**config.mk**
```make
export PLATFORM = sky130hd
export DESIGN_NAME = dpr_top
export DESIGN_NICKNAME = d
export VERILOG_FILES = /design/src/inc/dpr_pkg.sv /design/src/rtl/dpr_classify.sv /design/src/rtl/dpr_sticky.sv /design/src/rtl/dpr_top.sv
export SDC_FILE = /design/constraint.sdc
export NUM_CORES = 1
export LEC_CHECK = 0
export BUFFER_PORTS_ARGS = -buffer_cell sky130_fd_sc_hd__buf_4
export CAP_MARGIN = 0
export CORE_ASPECT_RATIO = 1.4
export CORE_MARGIN = 2
export CORE_UTILIZATION = 37
export DETAILED_ROUTE_END_ITERATION = 7
export HOLD_SLACK_MARGIN = 0.02
export PLACE_DENSITY = 0.8
export SLEW_MARGIN = 20
export SYNTH_ARGS = -nofsm -noshare
export SYNTH_HDL_FRONTEND = slang
export SYNTH_SLANG_ARGS = --single-unit
```
**constraint.sdc**
```tcl
create_clock -name core_clk -period 1.55 [get_ports core_clk]
set_clock_uncertainty 0.05 [all_clocks]
set_input_delay 0.465 -clock core_clk [delete_from_list [all_inputs] [get_ports core_clk]]
set_output_delay 0.465 -clock core_clk [all_outputs]
set_load 0.01 [all_outputs]
```
**src/inc/dpr_pkg.sv**
```systemverilog
// package: constants and types for the data parity report block
`default_nettype none
package dpr_pkg;
    // register offsets (byte addresses, one word each)
    localparam logic [7:0] CTRL_OFF = 8'h00;
    localparam logic [7:0] STATUS_OFF = 8'h04;
    localparam logic [7:0] MASK_OFF = 8'h08;
    localparam logic [7:0] STATE_OFF = 8'h0c;
    // control field positions
    localparam int PRI_RESP_BIT = 0;
    localparam int SEC_RESP_BIT = 1;
    // status / mask field positions
    localparam int PRI_DPD_BIT = 0;
    localparam int SEC_DPD_BIT = 1;
    localparam int PERR_EVT_BIT = 2;
    localparam int STAT_W = 3;
    localparam logic [1:0] CTRL_RST = 2'h0;
    localparam logic [2:0] MASK_RST = 3'h0;
    localparam logic [31:0] RD_UNMAPPED = 32'h0000_0000;
    // perr output hold time in clocks after an error event
    localparam logic [1:0] PERR_HOLD = 2'h1;

    typedef enum logic [1:0]
    {
        XT_READ = 2'h0,
        XT_POSTED = 2'h1,
        XT_DELAYED = 2'h2
    } xact_t;

    typedef struct packed
    {
        logic valid;
        xact_t kind;
        logic upstream;
        logic err_on_sec;
    } parity_evt_t;

    typedef struct packed
    {
        logic pri_resp;
        logic sec_resp;
    } resp_en_t;
endpackage
`default_nettype wire

```
**src/rtl/dpr_classify.sv**
```systemverilog
// combinational classification of one parity event into reporting actions
`default_nettype none
module dpr_classify
(
    input wire dpr_pkg::parity_evt_t evt,
    input wire dpr_pkg::resp_en_t en,
    input wire logic pri_master,
    input wire logic sec_master,
    input wire logic dw_completion_perr,
    output logic set_pri_dpd,
    output logic set_sec_dpd,
    output logic drive_perr
);
    wire logic on_pri = evt.valid && !evt.err_on_sec;
    wire logic on_sec = evt.valid && evt.err_on_sec;
    wire logic up = evt.upstream;
    wire logic wr_type = (evt.kind == dpr_pkg::XT_POSTED) || (evt.kind == dpr_pkg::XT_DELAYED);
    wire logic any_type = wr_type || (evt.kind == dpr_pkg::XT_READ);
    // primary bit: upstream traffic mastered on primary, error seen there
    assign set_pri_dpd = on_pri && up && any_type && pri_master && en.pri_resp;
    // secondary bit: downstream traffic mastered on secondary
    assign set_sec_dpd = on_sec && !up && any_type && sec_master && en.sec_resp;
    // perr: upstream read as initiator, downstream write as target
    wire logic pri_case = on_pri && en.pri_resp &&
        ((up && evt.kind == dpr_pkg::XT_READ) || (!up && wr_type));
    wire logic dw_case = on_sec && !up && (evt.kind == dpr_pkg::XT_DELAYED) &&
        dw_completion_perr && en.pri_resp && en.sec_resp;
    assign drive_perr = pri_case || dw_case;
endmodule
`default_nettype wire

```
**src/rtl/dpr_sticky.sv**
```systemverilog
// sticky status bits: hardware set wins over write-one-to-clear
`default_nettype none
module dpr_sticky
(
    input wire logic core_clk,
    input wire logic rst,
    input wire logic [2:0] set_bits,
    input wire logic [2:0] clr_bits,
    output logic [2:0] bits_ff
);
    wire logic [2:0] nxt_bits = (bits_ff & ~clr_bits) | set_bits;
    always_ff @(posedge core_clk or posedge rst)
    begin
        if (rst)
            bits_ff <= 3'h0;
        else
            bits_ff <= nxt_bits;
    end
endmodule
`default_nettype wire

```
**src/rtl/dpr_top.sv**
```systemverilog
// data parity detected status and primary parity error output of a bridge
// How it works
// - primary bit only when mastering primary bus
// - primary bit needs primary response enable
// - primary trigger: target perr or own mismatch
// - primary bit only for upstream, error primary
// - secondary bit only when mastering secondary bus
// - secondary bit needs secondary response enable
// - secondary trigger: target perr or own mismatch
// - secondary bit only for downstream, error secondary
// - drive perr only as write target/read initiator
// - perr for primary errors, upstream read, downstream writes
// - perr on delayed write completion, both enables
// - perr high in every other case
`default_nettype none
module dpr_top
(
    input wire logic core_clk,
    input wire logic rst,
    input wire logic [7:0] addr,
    input wire logic [31:0] wdata,
    input wire logic wr,
    input wire logic rd,
    output logic [31:0] rdata,
    input wire logic evt_valid,
    input wire logic [1:0] evt_kind,
    input wire logic evt_upstream,
    input wire logic evt_err_on_sec,
    input wire logic pri_master,
    input wire logic sec_master,
    input wire logic pri_perr_in_n,
    input wire logic pri_mismatch,
    input wire logic sec_perr_in_n,
    input wire logic sec_mismatch,
    input wire logic dw_completion_perr,
    output logic pri_perr_n,
    output logic pri_perr_oe,
    output logic irq
);
    logic [1:0] ctrl_ff;
    logic [2:0] mask_ff;
    logic [2:0] status;
    logic [31:0] rdata_ff;
    logic perr_n_ff;
    logic perr_oe_ff;
    logic irq_ff;
    logic set_pri;
    logic set_sec;
    logic drive;

    dpr_pkg::resp_en_t en;
    dpr_pkg::parity_evt_t evt;
    assign en.pri_resp = ctrl_ff[dpr_pkg::PRI_RESP_BIT];
    assign en.sec_resp = ctrl_ff[dpr_pkg::SEC_RESP_BIT];
    // trigger is either the target's perr or our own parity check
    wire logic pri_trig = !pri_perr_in_n || pri_mismatch;
    wire logic sec_trig = !sec_perr_in_n || sec_mismatch;
    wire logic trig = evt_err_on_sec ? sec_trig : pri_trig;
    assign evt.valid = evt_valid && trig;
    assign evt.kind = dpr_pkg::xact_t'(evt_kind);
    assign evt.upstream = evt_upstream;
    assign evt.err_on_sec = evt_err_on_sec;

    dpr_classify u_cls
    (
        .evt(evt),
        .en(en),
        .pri_master(pri_master),
        .sec_master(sec_master),
        .dw_completion_perr(dw_completion_perr),
        .set_pri_dpd(set_pri),
        .set_sec_dpd(set_sec),
        .drive_perr(drive)
    );

    wire logic wr_ctrl = wr && addr == dpr_pkg::CTRL_OFF;
    wire logic wr_stat = wr && addr == dpr_pkg::STATUS_OFF;
    wire logic wr_mask = wr && addr == dpr_pkg::MASK_OFF;
    wire logic [2:0] set_bits = {drive, set_sec, set_pri};
    wire logic [2:0] clr_bits = wr_stat ? wdata[2:0] : 3'h0;

    dpr_sticky u_sticky
    (
        .core_clk(core_clk),
        .rst(rst),
        .set_bits(set_bits),
        .clr_bits(clr_bits),
        .bits_ff(status)
    );

    wire logic [31:0] rd_mux =
        (addr == dpr_pkg::CTRL_OFF) ? {30'h0, ctrl_ff} :
        (addr == dpr_pkg::STATUS_OFF) ? {29'h0, status} :
        (addr == dpr_pkg::MASK_OFF) ? {29'h0, mask_ff} :
        (addr == dpr_pkg::STATE_OFF) ? {29'h0, pri_master, sec_master, perr_oe_ff} :
        dpr_pkg::RD_UNMAPPED;
    // the irq follows the next sticky state, so a bit set this cycle shows in irq with the status bit
    wire logic [2:0] nxt_status = (status & ~clr_bits) | set_bits;
    // the next mask is used too, so a mask write never leaves a stale irq cycle
    wire logic [2:0] nxt_mask = wr_mask ? wdata[2:0] : mask_ff;
    wire logic nxt_irq = |(nxt_status & nxt_mask);

    always_ff @(posedge core_clk or posedge rst)
    begin
        if (rst)
        begin
            ctrl_ff <= dpr_pkg::CTRL_RST;
            mask_ff <= dpr_pkg::MASK_RST;
        end
        else
        begin
            if (wr_ctrl)
                ctrl_ff <= wdata[1:0];
            if (wr_mask)
                mask_ff <= wdata[2:0];
        end
    end

    always_ff @(posedge core_clk or posedge rst)
    begin
        if (rst)
            rdata_ff <= 32'h0000_0000;
        else
            rdata_ff <= rd ? rd_mux : 32'h0000_0000;
    end

    // perr is driven low the cycle after the event, otherwise released high
    always_ff @(posedge core_clk or posedge rst)
    begin
        if (rst)
        begin
            perr_n_ff <= 1'b1;
            perr_oe_ff <= 1'b0;
            irq_ff <= 1'b0;
        end
        else
        begin
            perr_n_ff <= !drive;
            perr_oe_ff <= drive;
            irq_ff <= nxt_irq;
        end
    end

    assign rdata = rdata_ff;
    assign pri_perr_n = perr_n_ff;
    assign pri_perr_oe = perr_oe_ff;
    assign irq = irq_ff;
endmodule
`default_nettype wire

```
# --- Word level (Yosys, flattened, before mapping) ---
# Cells that the tools add are included.
totals:
  in_bits: 56
  word_cells: 60
  output_inout_bits: 35
  regBits: 14
classes:
  mux: 8
  eq_ne: 5
  n_bitwise: 4
  n_reduce_logical: 36
op_table:
  columns: ["cell", "n"]
  rows:
  - ["1-bit logical AND", 22]
  - ["3-bit 2-to-1 mux", 7]
  - ["8-bit by 4-bit equality test with 1-bit output (second input constant)", 2]
  - ["8-bit by 3-bit equality test with 1-bit output (second input constant)", 1]
  - ["8-bit zero test", 1]
  - ["3-bit bitwise AND", 2]
  - ["1-bit logical OR", 6]
  - ["1-bit zero test", 5]
  - ["3-bit inverter", 1]
  - ["3-bit bitwise OR", 1]
  - ["3-bit OR reduction", 1]
  - ["2-bit by 1-bit equality test with 1-bit output (second input constant)", 1]
  - ["2-bit equality test (second input constant)", 1]
  - ["2-bit zero test", 1]
  - ["1-bit 2-to-1 mux", 1]

# --- Depth between registers and ports, before layout ---
# Gate-level depths: netlist (run 1).
depth:
  word_depth: 14
  mapped_depth: 7
  mapped_depth_nobuf: 7

# --- Modules after synthesis ---
# From an unflattened synthesis (run 1), not the netlist that was laid out.
hier_totals:
  cells_unflattened: 108
  area_unflattened_um2: 1064.8
modules_own_cells:
  columns: ["module", "area_each_um2", "n_inst", "cells_each", "seq_area_each_um2"]
  rows:
  - ["dpr_top", 828.3, 1, 85, 276.5]
  - ["dpr_classify", 123.9, 1, 13, 0.0]
  - ["dpr_sticky", 112.6, 1, 10, 75.1]

# --- Worst setup path before layout (run 1) ---
# OpenSTA, ideal clock, no wires.
synth_path:
  path_kind: "input to register"
  start: "input port addr[5]"
  end: "register irq_ff (netlist: irq)"
  path_stages: 5
  n_path_buf: 0
  t_required_ps: 1374
  arrival_time_ps: 1608
  setup_time_ps: 126
  path_slack_ps: -234
  cell_sequence: "nor4_4 > and4_2 > nand2_1 > a32o_1 > a221o_1"
synth_via:
  elab_chain_cells: 8
  word_cells_on_any_way: 11
  cone_classes: "eq/ne: 2; mux: 2; bitwise: 4; reduce/logical: 3"
synth_lines:
  columns: ["element", "line", "rtl"]
  rows:
  - ["from (decl)", "dpr_top.sv:20", "input wire logic [7:0] addr,"]
  - ["8-bit by 3-bit equality test with 1-bit output", "dpr_top.sv:77", "wire logic wr_stat = wr && addr == dpr_pkg::STATUS_OFF;"]
  - ["1-bit logical AND", "dpr_top.sv:77", null]
  - ["3-bit 2-to-1 mux", "dpr_top.sv:80", "wire logic [2:0] clr_bits = wr_stat ? wdata[2:0] : 3'h0;"]
  - ["3-bit inverter", "dpr_top.sv:98", "wire logic [2:0] nxt_status = (status & ~clr_bits) | set_bits;"]
  - ["3-bit bitwise AND", "dpr_top.sv:98", null]
  - ["3-bit bitwise OR", "dpr_top.sv:98", null]
  - ["named net nxt_status[1]", "dpr_top.sv:98", null]
  - ["3-bit bitwise AND", "dpr_top.sv:101", "wire logic nxt_irq = |(nxt_status & nxt_mask);"]
  - ["3-bit OR reduction", "dpr_top.sv:101", null]
  - ["named net nxt_irq", "dpr_top.sv:101", null]
  - ["to (signal assigned)", "dpr_top.sv:140", "irq_ff <= nxt_irq;"]
  - ["to (decl)", "dpr_top.sv:46", "logic irq_ff;"]
# The timed path passes the listed nets, and every way through them passes these cells.
# A chain may end at the register's enable or synchronous reset.

# --- Worst setup path after layout (run 1) ---
layout_path:
  start: "input port addr[6]"
  end: "register irq_ff (netlist: irq)"
layout_via:
  word_cells_on_any_way: 11
  cone_classes: "eq/ne: 2; mux: 2; bitwise: 4; reduce/logical: 3"
layout_lines:
  columns: ["element", "line", "rtl"]
  rows:
  - ["8-bit by 4-bit equality test with 1-bit output", "dpr_top.sv:78", "wire logic wr_mask = wr && addr == dpr_pkg::MASK_OFF;"]
  - ["1-bit logical AND", "dpr_top.sv:78", null]
  - ["3-bit 2-to-1 mux", null, null]
  - ["named net nxt_mask[2]", "dpr_top.sv:100", "wire logic [2:0] nxt_mask = wr_mask ? wdata[2:0] : mask_ff;"]
  - ["3-bit bitwise AND", "dpr_top.sv:101", null]
  - ["3-bit OR reduction", "dpr_top.sv:101", null]
  - ["named net nxt_irq", "dpr_top.sv:101", null]
# The timed path passes the listed nets, and every way through them passes these cells.

==> results of run 1 <==
## layout make-up
class / instances / area, um^2
Fill cell: 239 / 1280
Multi-Input combinational cell: 74 / 534
Sequential cell: 14 / 352
Timing Repair Buffer: 43 / 323
Tap cell: 36 / 45.0
Clock buffer: 4 / 36.3
Inverter: 5 / 18.8
## stage by stage
stage	instance area, um^2	hold slack, ns	power (uW)	std cells
after global placement	1240	0.435	568	171
after floorplan	1100	0.304	534	123
final	1310	0.180	835	176
after detailed placement	1240	0.462	577	171
after CTS	1310	0.177	844	176
after global routing	1310	0.213	884	176
## cell usage after synthesis
cell,n,area share [%]
and4_2,1,1.0
nor3_1,2,1.0
nor2b_1,6,3.8
nand4_1,1,0.64
nand2_1,4,1.5
mux4_2,2,4.6
dfrtp_1,13,33
nor2_1,4,1.5
o21a_1,2,1.5
buf_4,29,22
nand4_2,1,1.3
a21boi_0,1,0.76
mux2_2,6,6.9
a221o_1,1,1.0
dfstp_2,1,2.7
or2_2,1,0.64
nor4b_1,2,1.8
ha_1,3,3.8
conb_1,1,0.38
a21o_1,1,0.76
a21oi_1,1,0.51
nand4b_1,1,0.89
clkbuf_2,1,0.51
nand3_1,2,1.0
a32o_1,1,1.0
mux2i_1,1,1.0
nor4_4,1,2.2
inv_1,5,1.9
## how the worst max path moves through the flow
stage | start | end | slack [ns]
floorplan | addr[5] | irq | -0.22
global placement | addr[5] | irq | -0.46
detailed placement | addr[5] | irq | -0.49
CTS | addr[6] | irq | -0.13
global route | addr[6] | irq | -0.18
finish | addr[6] | irq | -0.13
## metal layers
layer / global-route usage, % / share of wire [%]
met1: 15.3 / 34
met5: 0 / 0
met4: 4.39 / 1.4
met2: 28.2 / 59
met3: 3.06 / 5.4
## what timing repair did
item / CTS / global route
pin swaps: 7 / 1
setup buffers: 1 / 0
resized for setup: 4 / 0
endpoints found under the setup margin: 4 / 4
## worst register-to-register path, delay by kind of cell, from the launching register on
family | cells | cell delay, ns
compound gates | 3 | 0.68
flops | 1 | 0.41
simple gates | 2 | 0.19
## sequential cells by signal, summed over array words and instances, names as in the netlist
name,count
rdata,3
ctrl_ff,2
pri_perr_oe,1
irq,1
mask_ff,3
pri_perr_n,1
u_sticky.bits_ff,3
## kinds of logic after synthesis
logic type | Yosys count | synth area share [%]
other | 1 | 0.382
AOI/OAI and AO/OA | 7 | 5.60
muxes | 9 | 12.5
buffers and inverters | 35 | 24.6
adders and majority gates | 3 | 3.82
DFF | 14 | 35.8
and+or+nand+nor | 26 | 17.3
## power groups by stage
stage	combinational (uW)	clock [uW]	sequential, uW
3_3_place_gp	176	0	392
5_1_grt	211	286	388
2_1_floorplan	143	0	391
4_1_cts	190	268	386
6_report	192	256	387
3_5_place_dp	183	0	394
==> run metrics, run 1 <==
status complete, but fails checks; violated checks setup timing; Critical Path Sink Type register; Placer Congestion around 0.72; clock buffer depth 2; total number of vias 746; final layout net count 200; R2R Path End irq; Layout Utilization ~50%; num rows 22; RSZ-0062 raised after global routing true; worst IR drop on VDD 0.425 mV; Worst R2R Start ctrl_ff[1]; Slew @ Worst Pin around 0.53 ns; number of buffers created by CTS 3; Slew Viols, Final 0; Final Hold Fails 0; most frequent cells in the layout buf_4, conb_1, dfrtp_1, nor2b_1; syn_area_per_cell roughly 10 um^2; Highest Clock Rate 0.596 GHz; yosys warns 0; commonest non-fill, non-tap cell in the layout buf_4; ant diodes 0; # hold bufs at CTS 0; number of global-route vias before repair approximately 800; Leak 0.000682 uW; Final setup viols 4; area of the mapped netlist approximately 980 um^2; clk root buf clkbuf_4; kind of critical path input port to register; DR vias/cell roughly 4.2; HPWL Detailed 1.67 mm; NetSw 216 uW; Total GRT Usage 14.9%; antenna-violating nets left 0; drt pass-1 iters 4; Worst Hold Class input port to async pin; slowest stage delay, CP approximately 0.32 ns; Clock Latency Late Sink about 0.27 ns; Sw Share between 20% and 30%; final WL approximately 2.1 mm; post-place setup slack -0.486 ns; Crit-path slowest cell nor4_4; crit path time final approximately 1.7 ns; Int Pwr 618 uW; worst path cell trace buf_4 > nor4_4 > nand4_2 > mux2_2 > o21a_1 > a221o_1; post-synthesis sequential area ratio a little over a third; MaxCap Viol Count 0; DRT iter0 DRCs 3; CP top delay family simple AND/OR/NAND/NOR gates; initial antenna violation count 0; CP arrival roughly 1.8 ns; clock share of power between 30 and 40%; H-Tree Depth 1; Initial Util between 30% and 40%; Setup TNS -0.138 ns; CP max FO 3; Core ar. approximately 2600 um^2; I/O pins 91; chip width roughly 48 um; Tcrit/Tclk final 108%; clock slew at reported path FFs about 0.08 ns; number of synthesized register bits 14; Final WS setup -0.127 ns; layout cell share with drive strength beyond 1 between 40% and 50%; clock sink total 14; Buffers on Ports 32; power density cells about 640 nW/um^2; fraction of power consumed by sequential logic approximately 46%; r2r worst-path depth 5; Unique masters post-synth 28; DIE HEIGHT approximately 65 um; Worst slew margin ~64%; global-route wire length before repair around 3.3 mm; Area Growth Syn to Fin 33.2%; CP bufs+invs 1; TritonCTS clock tree done; pin count of the biggest net entering global routing 15; Post-Syn Instances 95; detailed-route DRC error count 0; routed len/inst 11.9 um; R2R setup slack 0.11 ns; die footprint around 3100 um^2; Gate power share between 20% and 30%; CP Data Required Time about 1.7 ns; grt total ovfl 0; crit path launch type input port; number of stages on the worst setup path 6
No activity file was read; power rests on OpenSTA's default activity.
==> run 2: changes to the inputs <==
Settings changed: ABC_AREA set to 1, PLACE_DENSITY 0.8 to 0.79.
==> run 2 against run 1 <==
Compared with the run above:
- the flow now finishes without violations
- area after synthesis up 4.2%
- core utilization shrank 2.3 points
- global-route usage shrank 1.9 points
- worst hold slack worse by 0.020 ns
- first-iteration DRC count grew to 7.7 times the previous value
- maximum frequency up 18%
- design area shrank 3.5%
- cell count rose by 19%
- synthesized cell count grew 41%
- die area is 3.9% higher
- largest power group unchanged
==> run metrics, run 2 <==
status finished, final reports clean; Post-synth EDFFs 0; crit path time final around 1.4 ns; commonest non-fill, non-tap cell in the layout buf_4; kind of critical path register to primary output; RSZ-0062 raised after global routing false; clock buffer depth 2; # hold bufs at CTS 0; Crit-path slowest cell dfstp_2; crit path launch type register; worst path cell trace buf_4; number of buffers created by CTS 3; Total GRT Usage ~13%; Final setup viols 0; number of stages on the worst setup path 1; Setup crit end pri_perr_n; worst IR drop on VDD 0.346 mV; most frequent cells in the layout buf_4, nand2_1, conb_1, inv_1, dfrtp_1; Slew @ Worst Pin 0.519 ns; Tot Pwr 799 uW; Tcrit/Tclk final approximately 90%; ant diodes 0; clock sink total 14; HPWL Detailed 1.72 mm; number of global-route vias before repair 818; R2R Path End irq; post-place setup slack -0.0405 ns; Clock Latency Late Sink 0.28 ns; DR vias/cell ~4.2; yosys warns 0; post-synth top area cell dfrtp_1; Buffers on Ports 32; Slew Viols, Final 0; antenna-violating nets left 0; largest cells by area after synthesis dfrtp_1, buf_4, nand2_1; grt total ovfl 0; Worst slew margin between 60% and 70%; fin area 1260 um^2; num rows 22; Area Growth Syn to Fin 23.3%; MaxCap Viol Count 0; total number of vias a little under 900; Worst Hold Class input port to async pin; Worst R2R Start ctrl_ff[1]; # Post-CTS Setup Buffers 0; Placer Congestion around 0.82; H-Tree Depth 1; clk root buf clkbuf_4; CP top delay family flip-flops; layout cell share with drive strength beyond 1 around 28%; initial antenna violation count 0; crit path from pri_perr_n; Initial Util 39.1%; placed insts about 200; die footprint between 3000 and 4000 um^2; slowest stage delay, CP between 0.5 and 0.6 ns; chip width about 48 um; Post-Syn Instances about 130; drt pass-1 iters 4; global-route wire length before repair about 3.2 mm; power density cells between 600 and 700 nW/um^2; TritonCTS clock tree done; area of the mapped netlist ~1000 um^2; CP bufs+invs 1; Core ar. 2620 um^2; Unique masters post-synth 23; CP Data Required Time between 1 and 1.5 ns; CP max FO 1; Highest Clock Rate ~0.7 GHz; final WL 1.92 mm; top-area cell type share of the netlist area about a third; Final Hold Fails 0; Critical Path Sink Type primary output; pin count of the biggest net entering global routing 15; final layout net count about 230; asr flop ratio synth 100%; DRT iter0 DRCs 23; R2R setup slack ~0.44 ns; area post-placement 1230 um^2; most frequent cells after synthesis buf_4, nand2_1, dfrtp_1, inv_1, nand3_1; hold_ws roughly 0.16 ns; DIE HEIGHT between 60 and 70 um; CP arrival 0.91 ns; routed len/inst approximately 9.2 um; Leak 0.000710 uW; post-cts resize count 0; detailed-route DRC error count 0; number of synthesized register bits 14; Top FF cell, synth dfrtp_1; post-synthesis sequential area ratio about a third; I/O pins approximately 90; r2r worst-path depth 7; syn_area_per_cell between 7 and 8 um^2; clock slew at reported path FFs around 0.08 ns; Final Non-Filler Cells 209; Final WS setup between 0.1 and 0.15 ns
[run 2: metal layers]
layer / part of all wire [%] / global-route usage, %
met2: 57 / 26.7
met5: 0 / 0
met1: 33 / 11.5
met4: 2.3 / 6.07
met3: 7.2 / 3.39
[run 2: report_power, final]
group,leakage [uW],switching [uW],internal (uW)
clock network,0.0000210,119,143
registers,0.000191,7.54,377
logic,0.000498,89.0,63.8
total,0.000710,215,584
[run 2: kinds of logic (layout without fill, tap and decap cells)]
| group | count (synthesis) | count (layout) | synth area share [%] |
|---|---|---|---|
| fa+ha+maj | 3 | 3 | 3.67 |
| compound gates | 10 | 10 | 5.75 |
| simple gates | 63 | 63 | 29.5 |
| other cells | 1 | 29 | 0.366 |
| flops | 14 | 14 | 34.4 |
| buf+inv | 43 | 54 | 26.4 |
[run 2: how the worst min path moves through the flow]
| stage | start | endpoint |
|---|---|---|
| floorplan | rst | ctrl_ff[0] |
| global placement | mask_ff[0] | mask_ff[0] |
| detailed placement | mask_ff[2] | mask_ff[2] |
| CTS | rst | rdata[2] |
| global route | rst | rdata[2] |
| finish | rst | rdata[2] |
[run 2: area by class of cell]
type / instances / area, um^2
Multi-Input combinational cell: 105 / 507
Tap cell: 36 / 45.0
Fill cell: 282 / 1350
Inverter: 14 / 52.6
Timing Repair Buffer: 36 / 270
Clock buffer: 4 / 36.3
Sequential cell: 14 / 352
[run 2: stage by stage]
stage	util, %	setup TNS, ns
final	48.3	0
after global routing	48.3	0
after CTS	48.3	0
after detailed placement	46.9	-0.0405
after global placement	46.9	-0.0213
after floorplan	-	0
